[config.mk]
export PLATFORM = sky130hd
export DESIGN_NAME = dcx_unit
export DESIGN_NICKNAME = d
export VERILOG_FILES = /design/src/logic/dcx_pkg.sv /design/src/logic/dcx_timing.sv /design/src/logic/dcx_unit.sv
export VERILOG_INCLUDE_DIRS = /design/src /design/src/logic
export SDC_FILE = /design/constraint.sdc
export NUM_CORES = 1
export LEC_CHECK = 0
export ABC_AREA = 1
export BUFFER_PORTS_ARGS = -buffer_cell sky130_fd_sc_hd__buf_2
export CAP_MARGIN = 20
export CORE_MARGIN = 2
export CORE_UTILIZATION = 51
export DETAILED_ROUTE_END_ITERATION = 6
export PLACE_DENSITY = 0.71
export SYNTH_ARGS = -nofsm -noshare
export SYNTH_HDL_FRONTEND = slang
export SYNTH_SLANG_ARGS = --single-unit
[constraint.sdc]
create_clock -name sys_clk -period 3.8 [get_ports sys_clk]
set_input_delay 0.57 -clock sys_clk [delete_from_list [all_inputs] [get_ports sys_clk]]
set_output_delay 0.57 -clock sys_clk [all_outputs]
set_load 0.01 [all_outputs]
[src/logic/dcx_regs.svh]
// Purpose: constants for the data counter exchange unit
// Assumes: cycle control codes are five bits wide
// Notes:   codes other than exchange are this block's own picks
`ifndef DCX_REGS_SVH
`define DCX_REGS_SVH
`define DCX_CODE_W        5
`define DCX_ADDR_W        16
`define DCX_CODE_EXCHANGE 5'h1D
`define DCX_CODE_LOAD     5'h0C
`define DCX_CODE_REF      5'h05
`define DCX_CODE_STORE    5'h1F
`define DCX_CODE_OUT_HI   5'h06
`define DCX_CODE_OUT_LO   5'h07
`define DCX_CNT_RESET     16'h0000
`define DCX_SLOT_NS       100
`define DCX_CLK_NS        100
`define DCX_SLOT_CYC      ((`DCX_SLOT_NS + `DCX_CLK_NS - 1) / `DCX_CLK_NS)
`endif

[src/logic/dcx_pkg.sv]
// Purpose: types for the data counter exchange unit
// Assumes: nothing beyond the constants header
// Notes:   none
`default_nettype none
package dcx_pkg;
  typedef struct packed {
    logic       exchange;
    logic       load;
    logic       mem_ref;
    logic       out_hi;
    logic       out_lo;
    logic       store;
  } dcx_op_t;
  typedef enum logic [1:0] {
    DCX_IDLE   = 2'b00,
    DCX_DECODE = 2'b01,
    DCX_EXEC   = 2'b10
  } dcx_state_t;
endpackage
`default_nettype wire

[src/logic/dcx_timing.sv]
// Purpose: derives memory timing from phase clock and write strobe
// Assumes: phase and write already synchronised to sys_clk
// Notes:   cycle request halves the phase clock except during stores
`timescale 1ns/1ps
`default_nettype none
module dcx_timing
  import dcx_pkg::*;
(
  input  wire logic sys_clk,
  input  wire logic rst,
  input  wire logic phase_rise,
  input  wire logic write_rise,
  input  wire logic store_op,
  output logic      cycle_req,
  output logic      mem_idle,
  output logic      cpu_slot
);
  logic cyc_q;
  logic idle_q;
  logic slot_q;

  // divide-by-two of phase, held still through a store
  always_ff @(posedge sys_clk or posedge rst) begin
    if (rst) begin
      cyc_q <= 1'b0;
    end else if (write_rise) begin
      cyc_q <= 1'b0;
    end else if (phase_rise && !store_op) begin
      cyc_q <= ~cyc_q;
    end
  end

  // idle marks the second access period, free for refresh or dma
  always_ff @(posedge sys_clk or posedge rst) begin
    if (rst) begin
      idle_q <= 1'b0;
      slot_q <= 1'b0;
    end else begin
      if (write_rise) begin
        slot_q <= 1'b1;
      end else if (phase_rise && cyc_q) begin
        slot_q <= 1'b0;
      end
      if (phase_rise && cyc_q && !store_op) begin
        idle_q <= ~slot_q;
      end else if (write_rise) begin
        idle_q <= 1'b0;
      end
    end
  end

  assign cycle_req = cyc_q;
  assign mem_idle  = idle_q;
  assign cpu_slot  = slot_q;
endmodule // dcx_timing
`default_nettype wire

[src/logic/dcx_unit.sv]
// Purpose: primary and auxiliary data counters with exchange
// Assumes: cycle code, phase and write come from the cpu pins
// Notes:   data bus is driven only when this device is selected
`timescale 1ns/1ps
`default_nettype none
`include "dcx_regs.svh"
////////////////////////////////////////////////////////////////////////
// How it works
// - exchange code swaps primary and auxiliary counters
// - companion ignores exchange; only ours swaps
// - selected device drives counter byte onto bus
// - memory reference adds one to primary counter
// - selection depends only on own address window
// - load writes primary, auxiliary left unchanged
// - auxiliary changes only through the exchange
// - device derives memory timing from phase, write
// - drive bus only when drive select high
// - cycle request halves phase except on store
module dcx_unit
  import dcx_pkg::*;
#(
  parameter logic [15:0] SPACE_LO = 16'h0400,
  parameter logic [15:0] SPACE_HI = 16'hFFFF,
  parameter int          ADDR_W   = `DCX_ADDR_W
) (
  input  wire logic        sys_clk,
  input  wire logic        rst,
  input  wire logic        phase_pin,
  input  wire logic        write_pin,
  input  wire logic [4:0]  cycle_control_code,
  input  wire logic        mem_ref_pin,
  input  wire logic        register_drive_select,
  input  wire logic [7:0]  data_in,
  output logic      [7:0]  data_out,
  output logic             data_oe_n,
  output logic      [15:0] addr_out,
  output logic             selected,
  output logic             cycle_req,
  output logic             mem_idle,
  output logic             cpu_slot
);
  if (ADDR_W != 16) begin : g_bad_width
    $error("address width must be 16");
  end
  if (SPACE_LO > SPACE_HI) begin : g_bad_window
    $error("address window inverted");
  end

  ////////////////////////////////////////////////////////////////////
  logic [1:0]       ph_s;
  logic [1:0]       wr_s;
  logic [1:0]       dr_s;
  logic [1:0]       mr_s;
  logic [4:0]       code_s0;
  logic [4:0]       code_s1;
  logic [7:0]       din_s0;
  logic [7:0]       din_s1;
  logic             ph_last_q;
  logic             wr_last_q;
  logic             phase_rise;
  logic             write_rise;
  logic [15:0]      primary_data_counter_q;
  logic [15:0]      auxiliary_data_counter_q;
  logic [7:0]       load_hi_q;
  logic [7:0]       dout_q;
  logic             oe_n_q;
  dcx_op_t          op;
  dcx_state_t       state_q;

  // two-stage capture of every cpu pin
  always_ff @(posedge sys_clk or posedge rst) begin
    if (rst) begin
      ph_s    <= 2'h0;
      wr_s    <= 2'h0;
      dr_s    <= 2'h3;
      mr_s    <= 2'h0;
      code_s0 <= 5'h00;
      code_s1 <= 5'h00;
      din_s0  <= 8'h00;
      din_s1  <= 8'h00;
    end else begin
      ph_s    <= {ph_s[0], phase_pin};
      wr_s    <= {wr_s[0], write_pin};
      dr_s    <= {dr_s[0], register_drive_select};
      mr_s    <= {mr_s[0], mem_ref_pin};
      code_s0 <= cycle_control_code;
      code_s1 <= code_s0;
      din_s0  <= data_in;
      din_s1  <= din_s0;
    end
  end

  always_ff @(posedge sys_clk or posedge rst) begin
    if (rst) begin
      ph_last_q <= 1'b0;
      wr_last_q <= 1'b0;
    end else begin
      ph_last_q <= ph_s[1];
      wr_last_q <= wr_s[1];
    end
  end
  assign phase_rise = ph_s[1] & ~ph_last_q;
  assign write_rise = wr_s[1] & ~wr_last_q;

  function automatic dcx_op_t decode(input logic [4:0] c, input logic mr);
    dcx_op_t o;
    o          = '0;
    o.exchange = (c == `DCX_CODE_EXCHANGE);
    o.load     = (c == `DCX_CODE_LOAD);
    o.out_hi   = (c == `DCX_CODE_OUT_HI);
    o.out_lo   = (c == `DCX_CODE_OUT_LO);
    o.store    = (c == `DCX_CODE_STORE);
    o.mem_ref  = mr;
    return o;
  endfunction

  function automatic logic in_space(input logic [15:0] a);
    return (a >= SPACE_LO) && (a <= SPACE_HI);
  endfunction

  assign op = decode(code_s1, mr_s[1]);

  ////////////////////////////////////////////////////////////////////
  // one action per instruction, taken in the exec state two clocks after the write strobe rise
  always_ff @(posedge sys_clk or posedge rst) begin
    if (rst) begin
      state_q <= DCX_IDLE;
    end else begin
      case (state_q)
        DCX_IDLE:   state_q <= write_rise ? DCX_DECODE : DCX_IDLE;
        DCX_DECODE: state_q <= DCX_EXEC;
        DCX_EXEC:   state_q <= DCX_IDLE;
        default:    state_q <= DCX_IDLE;
      endcase
    end
  end

  // load arrives high byte then low byte on consecutive instructions
  always_ff @(posedge sys_clk or posedge rst) begin
    if (rst) begin
      load_hi_q <= 8'h00;
    end else if (state_q == DCX_EXEC && op.out_hi) begin
      load_hi_q <= din_s1;
    end
  end

  always_ff @(posedge sys_clk or posedge rst) begin
    if (rst) begin
      primary_data_counter_q <= `DCX_CNT_RESET;
    end else if (state_q == DCX_EXEC) begin
      if (op.exchange) begin
        primary_data_counter_q <= auxiliary_data_counter_q;
      end else if (op.load) begin
        primary_data_counter_q <= {load_hi_q, din_s1};
      end else if (op.mem_ref) begin
        primary_data_counter_q <= primary_data_counter_q + 16'h0001;
      end
    end
  end

  // no reset value is promised to software before the first swap
  always_ff @(posedge sys_clk or posedge rst) begin
    if (rst) begin
      auxiliary_data_counter_q <= `DCX_CNT_RESET;
    end else if (state_q == DCX_EXEC && op.exchange) begin
      auxiliary_data_counter_q <= primary_data_counter_q;
    end
  end

  ////////////////////////////////////////////////////////////////////
  // selection ignores other devices; contention is software's problem
  assign selected = in_space(primary_data_counter_q);

  always_ff @(posedge sys_clk or posedge rst) begin
    if (rst) begin
      dout_q <= 8'h00;
      oe_n_q <= 1'b1;
    end else if (state_q == DCX_DECODE && (op.out_hi || op.out_lo)
                 && selected && dr_s[1]) begin
      dout_q <= op.out_hi ? primary_data_counter_q[15:8]
                          : primary_data_counter_q[7:0];
      oe_n_q <= 1'b0;
    end else if (state_q == DCX_IDLE) begin
      oe_n_q <= 1'b1;
    end
  end

  assign data_out  = dout_q;
  assign data_oe_n = oe_n_q;
  assign addr_out  = primary_data_counter_q;

  dcx_timing u_timing (
    .sys_clk    (sys_clk),
    .rst        (rst),
    .phase_rise (phase_rise),
    .write_rise (write_rise),
    .store_op   (op.store),
    .cycle_req  (cycle_req),
    .mem_idle   (mem_idle),
    .cpu_slot   (cpu_slot)
  );
endmodule // dcx_unit
`default_nettype wire

==> summary.txt <==
Status
  • Status: finished clean

Layout
  • Layout cells sized above 1: ~18%
  • Register area: roughly 2300 µm²
  • Post-layout util: 60.5%
  • # nets final: 507
  • Area Overhead vs Synth: 13.1%
  • Number of fillers in the final layout: approximately 660
  • Multi-input logic area: about 1400 µm²
  • Antenna cells: 0
  • Final non-filler cell total: slightly below 600

Setup path
  • Worst r2r src: code_s1[4]
  • Startpoint Class: register
  • Worst-path maximum fanout: 10
  • Crit-path max cell delay: 0.53 ns
  • Worst path cell trace: inv_1 > nand4_1 > nor2_1 > inv_1 > buf_2
  • Setup CP Type: reg2out
  • Worst setup startpoint: addr_out[13]
  • Crit path to: selected
  • Most used cell along the critical path: inv_1
  • WP buf/inv: 3
  • Slowest CP cell: nor2_1
  • Worst Path Required: 3.23 ns
  • Cells on worst reg2reg path: 8
  • R2r endpoint: addr_out[4]
  • Critical path depth in cells: 5
  • Critical path arrival: roughly 1.8 ns
  • CP endpoint kind: output pin
  • CP delay by family, top: simple AND/OR/NAND/NOR gates
  • Worst R2R Setup Slack: ~1.5 ns

GRT
  • GR Overflow Total: 0
  • Vias in the first global route: approximately 3,000
  • Gr usage total: roughly a fifth
  • Antenna violations before repair: 0
  • Pin count of the biggest net entering global routing: 40
  • First-pass GRT wire length: 14.1 mm

Placed design
  • IO buf count: 47
  • Post-Place Worst Slack: roughly 1.6 ns
  • DP HPWL: approximately 6 mm
  • GPL Wtd Cong: 0.874
  • DP Cell Count: 574

Floorplanning
  • CORE AREA: roughly 7300 µm²
  • Row count: 31
  • Starting Density: a little over half
  • Total die area: approximately 8400 µm²
  • Die width: slightly above 90 µm
  • I/O pin cnt: 48
  • DIE HEIGHT: 91.7 µm

Job
  • Max cap viols: 0

STA
  • Rel. slew slack: a little under two fifths
  • Final worst-path cycle share: approximately 63%
  • Skew final: between 0.01 and 0.015 ns
  • Worst Tran Pin Value: about 0.93 ns
  • Fin crit period: around 2.4 ns
  • RSZ-0062 raised after global routing: no
  • Final-report max-slew violation count: 0
  • Final setup violation count: 0
  • Final Worst Setup Slack: 1.41 ns
  • Fmax: ~420 MHz
  • Final hold vios: 0
  • Final setup TNS: 0 ns

Detailed routing
  • DRC viols: 0
  • Starting DRT DRC Count: about 160
  • Final wirelength: 8.23 mm
  • WL/cell: 13.9 µm
  • Initial DRT Pass Iterations: 4
  • ANT nets after route: 0
  • Vias per inst: between 5 and 6
  • Routed vias: roughly 3,000

Pwr
  • P per Cell Area: ~570 nW/µm²
  • Worst IR Drop VDD: just over 0.0003 V
  • LEAKAGE: 2.28 nW

Clocking
  • CTS root buf: clkbuf_8
  • Setup repair bufs after CTS: 0
  • Resized cells post-CTS: 0
  • Clock sinks: 90
  • CTS Hold Buffers Added: 0
  • CTS buffer count: 9
  • Worst-Skew Late Latency: between 0.3 and 0.4 ns
  • H-Tree Depth: 3
  • Reg clk slew, reported paths: ~0.1 ns
  • CTS tree: built
  • Max Buffers Root-to-Sink: 2

Yosys
  • Syn Nets: around 460
  • Cells after synthesis: 438
  • Seq cells post-synth: 90
  • Cell accounting for the most synthesized area: dfrtp_1
  • Distinct cells, synth: 32
  • Sequential element share of the synthesized area: a little under three fifths
  • Top cells by area, synth: dfrtp_1 (56%), nand2_1 (9.5%), o21ai_0 (6.6%)
  • Mean Syn Cell Area: 8.95 µm²
  • Mapped Area: slightly below 4000 µm²
  • Synthesis Warnings: 0
  • Synth top area share: between 50% and 60%

Hold path
  • Hold/Removal Path Class: in2async
## power by group
group          switching (mW)  leakage [nW]  internal, mW
clock network           0.358         0.105         0.330
logic                   0.360          1.06         0.218
registers               0.166          1.12          1.08
## Yosys cell counts
| master | number |
|---|---|
| inv_2 | 1 |
| o21ai_4 | 1 |
| buf_2 | 5 |
| nor3_2 | 1 |
| o22ai_1 | 1 |
| nand4_2 | 1 |
| or2_2 | 1 |
| mux2_2 | 2 |
| nor2_4 | 3 |
| nor2_1 | 45 |
| xnor2_1 | 1 |
| dfrtp_1 | 87 |
| clkbuf_1 | 4 |
| nand2_4 | 1 |
| nand3_1 | 25 |
| buf_4 | 1 |
| ha_1 | 2 |
| inv_1 | 57 |
| buf_6 | 2 |
| o21ai_0 | 52 |
| nand2_2 | 1 |
| o21bai_1 | 1 |
| mux2_4 | 2 |
| nand4_1 | 6 |
| a21oi_2 | 6 |
| o21ai_1 | 5 |
| o211ai_1 | 7 |
| inv_4 | 1 |
| xor2_1 | 3 |
| a21oi_1 | 11 |
| nand2_1 | 99 |
| dfstp_2 | 3 |
## metal layers
| layer | global-route usage, % | wire length, µm |
|---|---|---|
| met1 | 30.4 | 3990 |
| met2 | 32.9 | 3800 |
| met3 | 3.94 | 336 |
| met4 | 6.57 | 99 |
| met5 | 0 | 0 |
## cell usage in the layout (no fill, tap or decap), types with 5 or more instances in the layout
cell type and instances:
a21oi_2 6, nand4_1 6, buf_2 47, o21ai_1 5, nand3_1 25, o21ai_0 52, o211ai_1 7, inv_1 56
dfrtp_1 87, clkbuf_8 10, a21oi_1 11, nor2_1 45, nand2_1 99
## worst min path at each step
stage                     from                     endpoint  slack [ns]
detailed placement   din_s0[5]                    din_s1[5]        0.34
finish                     rst  auxiliary_data_counter_q[5]        0.14
CTS                        rst                   code_s0[3]        0.13
global route               rst                   code_s0[3]        0.15
global placement     din_s0[1]                    din_s1[1]        0.33
floorplan           code_s0[0]                   code_s1[0]        0.33
## worst register-to-register path, stage by stage (launching register included)
cell and delay (ns):
dfrtp_1 0.40, nor2_1 0.28, nand2_1 0.61, nand2_1 0.37, nand2_1 0.14, nand2_4 0.19
o21ai_1 0.10, nor2_1 0.10, nor2_1 0.04
## registers in the layout, summed over array words and instances, names as in the netlist
| register | cells |
|---|---|
| addr_out | 16 |
| auxiliary_data_counter_q | 16 |
| code_s0 | 5 |
| code_s1 | 5 |
| data_oe_n | 1 |
| data_out | 8 |
| din_s0 | 8 |
| din_s1 | 8 |
| dr_s | 2 |
| load_hi_q | 8 |
| mr_s | 2 |
| ph_last_q | 1 |
| ph_s | 2 |
| state_q | 2 |
| u_timing.cpu_slot | 1 |
| u_timing.cycle_req | 1 |
| u_timing.mem_idle | 1 |
| wr_last_q | 1 |
| wr_s | 2 |
## kinds of logic (layout without fill, tap and decap cells)
logic type	Yosys count	after routing	share of synthesized area, %
compound gates	84	84	12.1
xor+xnor	4	4	0.894
fa+ha+maj	2	2	0.638
buf+inv	71	124	7.50
flops	90	90	57.5
mux	4	4	1.34
simple gates	183	183	20.0
## stage by stage
step           power (mW)  hold WS [ns]  area, µm²
6_report             2.52         0.137       4440
5_1_grt              2.68         0.145       4440
4_1_cts              2.54         0.134       4440
3_5_place_dp         1.85         0.336       4230
3_3_place_gp         1.83         0.332       4230
2_1_floorplan        1.62         0.331       3920
## cell type report
cell class,instances,area share [%]
Sequential cell,90,50.9
Clock buffer,10,3.10
Multi-Input combinational cell,277,30.9
Clock inverter,6,1.61
Tap cell,99,2.79
Timing Repair Buffer,49,5.64
Inverter,59,5.08
No activity file was read; power rests on OpenSTA's default activity.
